### src/pwm_sync_pkg.sv
package pwm_sync_pkg;

    localparam int          NUM_CH         = 4;
    localparam int          DUTY_W         = 16;
    localparam int          PERIOD_W       = 16;
    localparam int          DT_W           = 16;
    localparam int          UPD_W          = 4;
    localparam int          CMP_W          = 3;
    localparam int          NUM_CMP        = 8;
    localparam int          CNT_W          = 16;

    localparam logic [15:0] RST_PERIOD     = 16'hFFFF;
    localparam logic [15:0] RST_DUTY       = 16'h0000;
    localparam logic [15:0] RST_DEAD       = 16'h0000;
    localparam logic [3:0]  RST_UPD        = 4'h0;

    // trigger modes of the dma request
    localparam logic [1:0]  TRIG_NONE      = 2'h0;
    localparam logic [1:0]  TRIG_ON_CMP    = 2'h1;

    // channel settings carried together
    typedef struct packed {
        logic [PERIOD_W-1:0] period;
        logic [DT_W-1:0]     dead_time;
    } timing_type;

    // status flags as seen by software
    typedef struct packed {
        logic write_ready_flag;
        logic dma_transfer_done_flag;
        logic dma_buffer_empty_flag;
    } dma_status_type;

    typedef enum logic [1:0] {
        ST_IDLE   = 2'b00,
        ST_FETCH  = 2'b01,
        ST_WAIT   = 2'b11
    } fetch_state_type;

endpackage

### src/pwm_sync_dma_duty_update.sv
// Behaviour
// - duty values arrive only from dma port
// - unlock applies period and dead-time at boundary
// - without unlock, shadows stay unapplied
// - unlock holds until applied, then clears
// - after count plus one periods, apply duty
// - write ready set when ready, status read clears
// - request optionally waits for selected compare match
// - transfer done set when all duties received
// - buffer empty set when dma has nothing pending
`timescale 1ns/1ps
`default_nettype none
module pwm_sync_dma_duty_update
    import pwm_sync_pkg::*;
#(
    parameter int N = NUM_CH
) (
    input  wire logic                clk,
    input  wire logic                rstn,
    input  wire logic [N-1:0]        sync_channel_mode_reg,
    input  wire logic                period_end,
    input  wire logic [NUM_CMP-1:0]  compare_match,
    input  wire logic [1:0]          dma_trigger_mode,
    input  wire logic [CMP_W-1:0]    dma_trigger_compare_select,
    input  wire logic                shadow_write,
    input  wire logic [N-1:0]        shadow_channel_sel,
    input  wire timing_type          shadow_timing,
    input  wire logic                update_period_write,
    input  wire logic [UPD_W-1:0]    sync_update_period_shadow,
    input  wire logic                update_unlock_write,
    input  wire logic                dma_valid,
    input  wire logic [DUTY_W-1:0]   dma_data,
    input  wire logic                dma_pending,
    input  wire logic                second_irq_status_read,
    output logic                     dma_request,
    output logic                     update_unlock,
    output logic [UPD_W-1:0]         update_period_count,
    output logic [UPD_W-1:0]         period_counter,
    output dma_status_type           status,
    output logic [N*DUTY_W-1:0]      duty_active,
    output logic [N*PERIOD_W-1:0]    period_active,
    output logic [N*DT_W-1:0]        dead_active
);

    ////////////////////////////////////////////////////////////////////////////
    // helpers

    // next synchronous channel at or above a start index
    function automatic logic [7:0] next_sync(input logic [N-1:0] mask,
                                             input logic [7:0]   from);
        logic [7:0] res;
        res = 8'hFF;
        for (int i = N - 1; i >= 0; i--) begin
            if (mask[i] && (8'(i) >= from)) begin
                res = 8'(i);
            end
        end
        return res;
    endfunction

    ////////////////////////////////////////////////////////////////////////////
    // state

    timing_type          shadow [N];
    timing_type          next_shadow [N];
    logic [DUTY_W-1:0]   duty_pending [N];
    logic [DUTY_W-1:0]   next_duty_pending [N];
    logic [UPD_W-1:0]    upd_pending;
    logic [UPD_W-1:0]    next_upd_pending;
    logic [N*DUTY_W-1:0]   next_duty_active;
    logic [N*PERIOD_W-1:0] next_period_active;
    logic [N*DT_W-1:0]     next_dead_active;
    logic                next_update_unlock;
    logic [UPD_W-1:0]    next_update_period_count;
    logic [UPD_W-1:0]    next_period_counter;
    fetch_state_type     state;
    fetch_state_type     next_state;
    logic [7:0]          ch_idx;
    logic [7:0]          next_ch_idx;
    logic                next_dma_request;
    dma_status_type      next_status;
    logic                trig_ok;
    logic                auto_update;
    logic                fetch_done;

    ////////////////////////////////////////////////////////////////////////////
    // next-state logic

    always_comb begin
        for (int i = 0; i < N; i++) begin
            next_shadow[i]       = shadow[i];
            next_duty_pending[i] = duty_pending[i];
        end
        next_upd_pending         = upd_pending;
        next_duty_active         = duty_active;
        next_period_active       = period_active;
        next_dead_active         = dead_active;
        next_update_unlock       = update_unlock;
        next_update_period_count = update_period_count;
        next_period_counter      = period_counter;
        next_state               = state;
        next_ch_idx              = ch_idx;
        next_dma_request         = 1'b0;
        next_status              = status;
        fetch_done               = 1'b0;

        // trigger may wait for a chosen comparison unit
        trig_ok = (dma_trigger_mode == TRIG_ON_CMP)
                  ? compare_match[dma_trigger_compare_select] : 1'b1;

        // shadows are written by software only
        if (shadow_write) begin
            for (int i = 0; i < N; i++) begin
                if (shadow_channel_sel[i]) begin
                    next_shadow[i] = shadow_timing;
                end
            end
        end
        if (update_period_write) begin
            next_upd_pending = sync_update_period_shadow;
        end

        // unlock stays set until a boundary consumes it
        if (update_unlock_write) begin
            next_update_unlock = 1'b1;
        end
        if (period_end && update_unlock) begin
            for (int i = 0; i < N; i++) begin
                if (sync_channel_mode_reg[i]) begin
                    next_period_active[i*PERIOD_W +: PERIOD_W] = shadow[i].period;
                    next_dead_active[i*DT_W +: DT_W]           = shadow[i].dead_time;
                end
            end
            next_update_unlock = update_unlock_write;
        end

        // update-period counter runs on sync period boundaries
        auto_update = period_end && (period_counter == update_period_count);
        if (period_end) begin
            next_period_counter = auto_update ? '0 : UPD_W'(period_counter + 1'b1);
        end
        if (auto_update) begin
            for (int i = 0; i < N; i++) begin
                if (sync_channel_mode_reg[i]) begin
                    next_duty_active[i*DUTY_W +: DUTY_W] = duty_pending[i];
                end
            end
            next_update_period_count = upd_pending;
        end

        // dma fetch of duty values, one per sync channel
        case (state)
            ST_IDLE: begin
                next_ch_idx = next_sync(sync_channel_mode_reg, 8'h00);
                if (trig_ok && (next_ch_idx != 8'hFF)) begin
                    next_state                  = ST_FETCH;
                    next_status.write_ready_flag = 1'b1;
                end
            end
            ST_FETCH: begin
                next_dma_request = !dma_valid;
                if (dma_valid && (ch_idx < 8'(N))) begin
                    next_duty_pending[ch_idx[$clog2(N)-1:0]] = dma_data;
                    next_ch_idx = next_sync(sync_channel_mode_reg, 8'(ch_idx + 8'h01));
                    if (next_ch_idx == 8'hFF) begin
                        fetch_done       = 1'b1;
                        next_dma_request = 1'b0;
                        next_state       = ST_WAIT;
                    end
                end
            end
            ST_WAIT: begin
                // fetch again once the new values are in use
                if (auto_update) begin
                    next_state = ST_IDLE;
                end
            end
            default: begin
                next_state = ST_IDLE;
            end
        endcase

        // read clears ready; a new set in the same cycle wins
        if (second_irq_status_read) begin
            next_status.write_ready_flag       = 1'b0;
            next_status.dma_transfer_done_flag = 1'b0;
        end
        if (state == ST_IDLE && next_state == ST_FETCH) begin
            next_status.write_ready_flag = 1'b1;
        end
        if (fetch_done) begin
            next_status.dma_transfer_done_flag = 1'b1;
        end
        next_status.dma_buffer_empty_flag = !dma_pending;
    end

    ////////////////////////////////////////////////////////////////////////////
    // registers

    always_ff @(posedge clk) begin
        if (!rstn) begin
            for (int i = 0; i < N; i++) begin
                shadow[i]       <= '{period: RST_PERIOD, dead_time: RST_DEAD};
                duty_pending[i] <= RST_DUTY;
            end
            upd_pending         <= RST_UPD;
            duty_active         <= {N{RST_DUTY}};
            period_active       <= {N{RST_PERIOD}};
            dead_active         <= {N{RST_DEAD}};
            update_unlock       <= 1'b0;
            update_period_count <= RST_UPD;
            period_counter      <= '0;
            state               <= ST_IDLE;
            ch_idx              <= 8'h00;
            dma_request         <= 1'b0;
            status              <= '{1'b0, 1'b0, 1'b1};
        end else begin
            for (int i = 0; i < N; i++) begin
                shadow[i]       <= next_shadow[i];
                duty_pending[i] <= next_duty_pending[i];
            end
            upd_pending         <= next_upd_pending;
            duty_active         <= next_duty_active;
            period_active       <= next_period_active;
            dead_active         <= next_dead_active;
            update_unlock       <= next_update_unlock;
            update_period_count <= next_update_period_count;
            period_counter      <= next_period_counter;
            state               <= next_state;
            ch_idx              <= next_ch_idx;
            dma_request         <= next_dma_request;
            status              <= next_status;
        end
    end

endmodule
`default_nettype wire

### config.mk
export PLATFORM = sky130hd
export DESIGN_NAME = pwm_sync_dma_duty_update
export DESIGN_NICKNAME = d
export VERILOG_FILES = /design/src/pwm_sync_pkg.sv /design/src/pwm_sync_dma_duty_update.sv
export SDC_FILE = /design/constraint.sdc
export NUM_CORES = 1
export LEC_CHECK = 0
export BUFFER_PORTS_ARGS = -buffer_cell sky130_fd_sc_hd__buf_2
export CORE_MARGIN = 1
export CORE_UTILIZATION = 40
export DETAILED_ROUTE_END_ITERATION = 7
export GPL_TIMING_DRIVEN = 0
export PLACE_DENSITY = 0.68
export SLEW_MARGIN = 10
export SYNTH_ARGS = -nofsm -noshare
export SYNTH_HDL_FRONTEND = slang
export SYNTH_SLANG_ARGS = --single-unit
### constraint.sdc
create_clock -name clk -period 2 [get_ports clk]
set_input_delay 0.4 -clock clk [delete_from_list [all_inputs] [get_ports clk]]
set_output_delay 0.4 -clock clk [all_outputs]
set_load 0.01 [all_outputs]
==> results.txt, run 1 <==
* Result of the run: finished, final reports clean
* Fraction of the cycle the final worst path needs: 94.3%
* Final nets: 2250
* Final routed wire length divided by cell count: 16.9 microns
- Traced cell by cell, the critical path runs through xor2_1 > nor3_4 > nand3_1 > buf_2 > nand3_1 > o21ai_0.
- Counting every instance in the synthesized netlist gives 1831.
- At the end of routability-driven placement, the weighted congestion stood at 0.880.
- For this run, the total global-route usage over all layers was measured as 23.4%.
- The path class of the tightest hold or removal check is in2reg.
- Summed over all layers, the global routing overflow is 0.
* Relative contribution of the clock network to total power: 45.3%
* Via-per-instance ratio: 5.06
* Post-layout min period: 1.89 ns
- The synthesized design contains 0 enable-type register cells.
- Together, buffers and inverters on the worst path number 1.
- Antenna Nets Post-Route: 0
* Rel. slew slack: 44.7%
- Of the total power, the share spent switching nets is 24.5%.
* Multiplexer share of the synthesized area: 0.700%
- Leading cell type in the layout, fill and taps excluded: nand2_1
- Data arrival, critical path: 2.32 ns
* Post-placement cell area: 17000 sq um
- Setup violations remaining at the end of the flow were counted as 0.
- The synthesized netlist devotes 0.750% of its cell area to adder and majority cells.
* H-tree level count: 2
* Static power due to leakage: 0.00775 uW
- Entering global routing, the biggest net connects 15 pins.
- Clock sink total: 406
- Among all flip-flop cells after synthesis, the most frequent one is dfxtp_1.
- Of all nets on the critical path, the largest fanout is 10.
- TritonCTS built the clock tree.
- Family of cells with the greatest summed delay on the critical path: simple AND/OR/NAND/NOR gates
- Counting stages on the worst path, the most repeated cell is nand3_1.
- Clock edge transition at the registers on the reported setup and hold paths: 0.06 ns
- The initial antenna violation count was 2.
* Internal power of the cells: 14000 uW
- Worst vdd rail ir drop: 0.638 mV
- Biggest area contributors in the synthesized netlist: dfxtp_1 54%, nand2_1 18%, a21boi_0 9.3%, nand3_1 6.8%, o21ai_0 2.4%
* Chip Height: 196 microns
- Synthesis inferred 406 register bits.
- Proportion of synthesized flip-flops having asynchronous set or reset: 0%
- Number of top-level pins: 287
* Count of port buffers added during placement: 282
- In this run the clock root is driven by a clkbuf_16.
- Number of rows in the core area: 70
- Half-perimeter wire length of the detailed placement result: 34.1 mm
- Once the floorplan was initialized, standard cells occupied 40.8% of the core.
- Summing the areas of all compound-gate instances in the mapped netlist gives 12.9% of the synthesized area.
* Post-CTS Setup Repair Bufs: 0
- Max Buffers Root-to-Sink: 3
* Share of the synthesized area in the top cell type: 54.1%
- The floorplan step set the die width to 196 microns.
- Leaving out fill and tap cells, the most frequent cells in the layout are 728 x nand2_1, 404 x dfxtp_1, 316 x buf_2, 204 x nand3_1, 186 x a21boi_0.
- At the pin with the least slew margin, the transition time is 0.829 ns.
- The worst setup path is of the reg2reg kind.
- The max-slew violation total from the final report was 0.
- The die covers 38300 sq um.
- Dividing total power by cell area gives a power density of 997 nW/um^2.
* Final setup slack of the worst path: 0.114 ns
- Via count of the first global-routing pass: 13.0k
- Mapped cell area: 15000 sq um
* Largest family of logic cells by synthesized area: simple AND/OR/NAND/NOR gates
- Iteration-0 DRC Markers: 666
* Cell with the largest stage delay on the worst path: dfxtp_1
- DRT Wirelength: 45.1 mm
* Setup slack after placement: -0.0325 ns
* Cell type contributing the most total cell area after synthesis: dfxtp_1
- After synthesis, the netlist uses 42 different library cells.
* Unrepaired setup endpoints after global routing: false
- After detailed routing, the number of remaining DRC violations is 0.
* Number of warnings reported in the yosys synthesis log: 0
- Timing would allow up to 530 MHz.
- Of the total synthesized cell area, the portion taken by XOR and XNOR cells is 0.350%.
* Max Clock Skew: 0.0208 ns
- Endpoint type of the worst setup path: flop
* Layout cell share with drive strength beyond 1: 18.5%
* Portion of total power attributed to combinational logic: 8.2%
- First-pass DRT Iterations: 8
- Number of maximum-capacitance constraint violations: 0
* Floorplan core area: 36800 sq um
* Overall power: 18500 uW
- Non-Filler Cell Area, Final: 18500 sq um
* Total number of vias: 13.5k
* Synth Area per Inst: 8.20 sq um
- Relative contribution of sequential cells to total power: 46.4%
* Simple-gate share of the synthesized area: 27.0%
- On the worst path, the slowest cell contributes a delay of 0.45 ns.
- The number of nets in the synthesized netlist is 1922.
- After synthesis, flip-flops and latches occupy 54.1% of the total area.
- Summed over all nets, the switching power comes to 4520 uW.
- The clock reaches the later pin of the worst-skew pair after 0.58 ns.
* Startpoint types: flop
* TritonCTS buffer count: 43
- The number of endpoints with negative hold slack in the final report came to 0.
- Compared with the post-synthesis result, the final layout area differs by 23.4%.
* Global-route wire length before repair: 70.5 mm
- Critical path required time: 2.44 ns
- Utilization after layout: 50.4%
-- registers in the layout, indices dropped and copies added (netlist names) --
register	count
shadow	128
dead_active	64
duty_active	64
duty_pending	64
period_active	64
period_counter	4
upd_pending	4
update_period_count	4
ch_idx	3
status	3
state	2
dma_request	1
update_unlock	1
-- worst paths after layout --
check / slack (ns) / cells after the start / from / end
worst max-delay path: 0.11 / 6 / period_counter[0] / duty_active[50]
worst min-delay path: 0.06 / 2 / update_unlock_write / update_unlock
worst max register to register: 0.11 / 6 / period_counter[0] / duty_active[50]
worst min register to register: 0.45 / 2 / dead_active[47] / dead_active[47]
-- area by class of cell --
class                   instances  area (sq um)
fillers                      3519         18300
diodes                          6          15.0
clock inverters                20           278
clock buffers                  59          1210
multi-input cells            1282          6270
flip-flops and latches        406          8130
well taps                     468           586
inverters                       5          18.8
plain buffers                 138           604
repair buffers                283          1420
-- stage by stage --
| stage | instances | hold slack (ns) | setup TNS (ns) |
|---|---|---|---|
| 2_1_floorplan | 1831 | 0.431 | 0 |
| 3_3_place_gp | 2581 | 0.444 | 0 |
| 3_5_place_dp | 2581 | 0.446 | -0.0325 |
| 4_1_cts | 2661 | 0.0384 | 0 |
| 5_1_grt | 2661 | 0.0475 | 0 |
| 6_report | 2667 | 0.0643 | 0 |
-- cell families (layout without fill, tap and decap cells) --
logic type	after synthesis	in the layout
xor+xnor	6	6
simple gates	976	976
buf+inv	143	505
other cells	0	6
flops	406	406
fa+ha+maj	9	9
mux	8	8
compound gates	283	283
-- synthesized netlist by cell type, types with 2 or more instances --
cell type  count
and2_1         8
mux4_2         2
buf_1         10
nor2_1         4
dfxtp_1      406
inv_1          5
a21boi_0     186
mux2i_1        6
buf_4          2
o21ai_0       71
nand4_1        2
nor3_4         2
a21oi_1        5
nand2b_1       3
ha_1           9
a21boi_1      12
buf_6          4
xnor2_1        3
nand3b_1       5
xor2_1         3
clkbuf_1      84
buf_2         34
and3_1         6
clkbuf_2       4
o21a_1         3
nor2b_1        6
nand3_1      204
nand2_1      728
-- worst register-to-register path, cell delays in order (launching register included) --
cell	delay (ns)
dfxtp_1	0.45
xor2_1	0.15
nor3_4	0.35
nand3_1	0.32
buf_2	0.29
nand3_1	0.10
o21ai_0	0.10
-- per-layer routing --
layer  routed length [microns]  track usage [%]  part of all wire (%)  vias to the layer above
li1                          -                -                     -                     6635
met1                     19200             28.6                    43                     6350
met2                     21400             40.1                    47                      418
met3                      3170             5.17                   7.0                       81
met4                      1320             8.80                   2.9                        0
met5                         0                0                     0                        -
-- repair_timing --
action,4_1_cts,5_1_grt
setup endpoints to repair,1,29
hold buffers,1,0
hold endpoints to repair,1,0
gates resized for setup,2,4
-- power by group through the flow --
stage | registers, uW | clock network [uW] | logic, uW
6_report | 8580 | 8380 | 1520
2_1_floorplan | 8750 | 0 | 892
4_1_cts | 8580 | 8530 | 1520
5_1_grt | 8610 | 8860 | 1690
3_5_place_dp | 8750 | 0 | 1510
3_3_place_gp | 8740 | 0 | 1470
No activity file was read; power rests on OpenSTA's default activity.
==> run 2, diff against run 1 <==
--- a/config.mk
+++ b/config.mk
@@ -5,6 +5,7 @@
 export SDC_FILE = /design/constraint.sdc
 export NUM_CORES = 1
 export LEC_CHECK = 0
+export ABC_AREA = 1
 export BUFFER_PORTS_ARGS = -buffer_cell sky130_fd_sc_hd__buf_2
 export CORE_MARGIN = 1
 export CORE_UTILIZATION = 40
==> run 2 against run 1 <==
Area after synthesis is 3.6% lower. Critical path depth is 5 higher. Clock power is 6.1% lower. Design area is 3.1% lower. Setup slack better by 0.015 ns. Core utilization is 0.13 points higher. Wire length is 5.4% lower. Combinational power is 86% higher.
==> results.txt, run 2 <==
* Result of the run: finished, final reports clean
* Starting density of the core: 40.7% (-0.12 points)
- Xor-xnor portion of the synthesized cell area: 0.0605% (-0.29 points)
- Simple-gate share of the synthesized area: 28.1% (+1.0 points)
- Number of top-level pins: 287 (unchanged)
- Aggregate global routing overflow: 0 (unchanged)
- Critical hold path startpoint: dma_valid
- Largest family of logic cells by synthesized area: simple AND/OR/NAND/NOR gates
* TritonCTS buffer count: 42 (-2.3%)
- First element of the critical path: ch_idx[0]
- The top-area cell type share of the netlist area is 56.1% (+2.0 points).
- The fmax is 534 MHz (+0.82%).
- The maximum vdd drop was 0.787 mV (+23%).
- The number of register bits inferred by synthesis came to 406 (unchanged).
* Overall power: 19800 uW (+7.2%)
* Full die area: 37000 sq um (-3.6%)
* Utilization after layout: 50.5% (+0.13 points)
* Antenna Nets Post-Route: 0 (unchanged)
- X dimension of the die: 192 microns (-1.8%)
- Slew Viols, Final: 0 (unchanged)
- The flip-flop count of the largest register, all copies and words added is 128 (unchanged).
- The sequential-to-total area share from yosys stat came to 56.1% (+2.0 points).
* Final nets: 2292 (+1.9%)
* Via count of the first global-routing pass: 12.4k (-4.7%)
- Number of rows in the core area: 69 (-1.4%)
- Clock Latency Late Sink: 0.55 ns (-0.03 ns)
- The number of setup violations in the final report was 0 (unchanged).
- First-pass DRT Iterations: 5 (-3)
* Count of port buffers added during placement: 285 (+1.1%)
* Power per Cell Area: 1100 nW/um^2 (+11%)
- Max FO, Critical Path: 7 (-3)
- From synthesis to final layout, the design area changed by 24.1%.
- Number of fill cells in the layout: 3457 (-1.8%)
- Non-Filler Cell Area, Final: 18000 sq um (-3.1%)
- The number of instances in the synthesized netlist was 1869 (+2.1%).
* Post-placement cell area: 16500 sq um (-3.1%)
* Proportion of synthesized flip-flops having asynchronous set or reset: 0% (unchanged)
- Worst R2R Path Depth: 11 (+5)
- Total number of vias: 13.4k (-0.78%)
* Global-route wire length before repair: 65.7 mm (-6.9%)
- Total routing usage reported by global routing: 22.5% (-0.82 points)
- Hold Vio Cnt, Final: 0 (unchanged)
- Setup slack after placement: -0.324 ns (-0.291 ns)
- Mapped cell area: 14500 sq um (-3.6%)
- Syn_nets: 1960 (+2.0%)
- Total negative setup slack: 0 ns (unchanged)
- Source of the worst register-to-register timing path: ch_idx[0]
* Half-perimeter wire length of the detailed placement result: 31.9 mm (-6.4%)
- The number of synthesized flops with an enable pin came to 0 (unchanged).
- Cell type contributing the most total cell area after synthesis: dfxtp_1
- The detailed router's first-iteration violation count was 764 (+15%).
* Start-to-end type of the worst setup path: reg2reg
- Endpoint type of the worst setup path: flop
- Critical path required time: 2.39 ns (-0.05 ns)
- Post-route DRC: 0 (unchanged)
- The routability congestion estimate was 0.898 (+2.0%).
* Leading register cell type out of synthesis: dfxtp_1
- Clock edge transition at the registers on the reported setup and hold paths: 0.06 ns (about the same)
* Chip Height: 192 microns (-1.8%)
- TritonCTS built the clock tree.
- Static power due to leakage: 0.00842 uW (+8.6%)
- Data arrival, critical path: 2.26 ns (-0.06 ns)
- Final routed wire length divided by cell count: 15.8 microns (-6.4%)
- The cell count of the worst hold path came to 2 (unchanged).
* Startpoint types: flop
- The number of warnings reported in the yosys synthesis log came to 0 (unchanged).
* Clock sink total: 406 (unchanged)
- Unrepaired setup endpoints after global routing: false
* Floorplan core area: 35600 sq um (-3.3%)
* Most frequent cells after synthesis: 408 x nor2_1, 406 x dfxtp_1, 368 x nand2_1, 206 x nand3_1, 191 x o21ai_0
- Layout cell share with drive strength beyond 1: 17.7% (-0.78 points)
- Post-layout min period: 1.87 ns (-0.0154 ns)
- The maximum number of pins on one net before global-route repair was 19 (+4).
* DRT Wirelength: 42.7 mm (-5.4%)
* Worst hold path class: in2reg
- Adder-cell share of the synthesized area: 0.778% (+0.028 points)
* Number of maximum-capacitance constraint violations: 0 (unchanged)
- The slack of the critical path came to 0.129 ns (+0.0154 ns).
* CTS root buf: clkbuf_16
* Max Buffers Root-to-Sink: 3 (unchanged)
* Register containing the most flip-flops in the final layout: shadow
- Share of the synthesized area in compound gates (AO/OA/AOI/OAI): 10.1% (-2.9 points)
* Rel. slew slack: 54.6% (+9.8 points)
* Number of antenna violations at the first check in global routing: 1 (-1)
* Max Clock Skew: 0.0243 ns (+0.00354 ns)
- The number of H-tree levels was 2 (unchanged).
- In the post-synthesis netlist, the biggest area contributors are dfxtp_1 56%, nor2_1 11%, nand2_1 9.5%, nand3_1 7.1%, o21ai_0 6.6%.
* Measured slew at the worst slew-check pin: 0.682 ns (-0.148 ns)
* Synth Area per Inst: 7.75 sq um (-5.6%)
- Fraction of the cycle the final worst path needs: 93.6% (-0.77 points)
- The count of cell types in the netlist came to 24 (-43%).
* Highest-count cells in the layout ignoring fill and taps: 404 x nor2_1, 404 x dfxtp_1, 367 x nand2_1, 291 x buf_2, 206 x nand3_1
* Via-per-instance ratio: 4.96 (-1.9%)
* Cell with the most instances after synthesis: nor2_1
- The multiplexer share of the synthesized area was 0% (-0.70 points).
-- run 2: cell types whose count changed in the layout (fill, tap and decap cells not counted), moves of 25 or more --
cell,before,now
a21boi_0,186,0
buf_2,316,291
nor2_1,4,404
o21ai_0,71,191
inv_1,5,42
a21oi_1,5,80
nand2_1,728,367
-- run 2: final timing paths --
path	end	slack, ns
setup reg to reg	ch_idx[1]	0.13
setup / recovery	ch_idx[1]	0.13
hold / removal	dma_request	0.05
hold reg to reg	period_active[39]	0.45
-- run 2: kinds of logic (layout without fill, tap and decap cells) --
group                    count (synthesis)  in the layout
AND/OR/NAND/NOR                        996            996
AO/OA/AOI/OAI                          290            290
flip-flops                             406            406
buffers and inverters                  167            531
XOR/XNOR                                 1              1
other                                    0              3
adder cells (fa/ha/maj)                  9              9
-- run 2: power by group --
part	leakage (uW)	switching, uW	internal (uW)
combinational	0.00442	1830	988
clock	0.000676	3200	4670
sequential	0.00332	364	8750
-- run 2: layout make-up --
| class | instances | area, sq um | area share, % |
|---|---|---|---|
| Tap cell | 461 | 577 | 3.21 |
| Multi-Input combinational cell | 1296 | 5670 | 31.6 |
| Clock buffer | 65 | 1240 | 6.90 |
| Clock inverter | 11 | 161 | 0.899 |
| Timing Repair Buffer | 289 | 1460 | 8.12 |
| Inverter | 47 | 176 | 0.982 |
| Antenna cell | 3 | 7.51 | 0.0418 |
| Buffer | 119 | 541 | 3.01 |
| Sequential cell | 406 | 8140 | 45.3 |
-- run 2: what timing repair did --
action / in CTS / in global routing
cloned: 0 / 0
gates resized for setup: 4 / 10
endpoints found under the setup margin: 27 / 55
hold buffers: 1 / 0
pin swaps: 0 / 1
buffers inserted: 0 / 3
hold endpoints to repair: 1 / 0
-- run 2: worst max-delay path, stage by stage (launching register included) --
cell	delay, ns
dfxtp_4	0.38
ha_2	0.19
buf_8	0.11
inv_1	0.04
ha_1	0.27
nand2_2	0.07
nor3_4	0.19
nand2_1	0.09
nand2_1	0.07
inv_1	0.06
o21ai_0	0.18
a21oi_1	0.09
-- run 2: layer usage --
layer / vias up / share of wire, % / GRT usage [%]
li1: 6698 / - / -
met1: 6190 / 41 / 27.4
met2: 419 / 48 / 38.9
met3: 72 / 8.4 / 5.66
met4: 0 / 2.6 / 6.97
met5: - / 0 / 0
-- run 2: through the flow --
stage | std cells | hold slack, ns
detailed placement | 2615 | 0.438
global route | 2694 | 0.0376
floorplan | 1869 | 0.441
global placement | 2615 | 0.434
finish | 2697 | 0.0498
CTS | 2691 | 0.0256
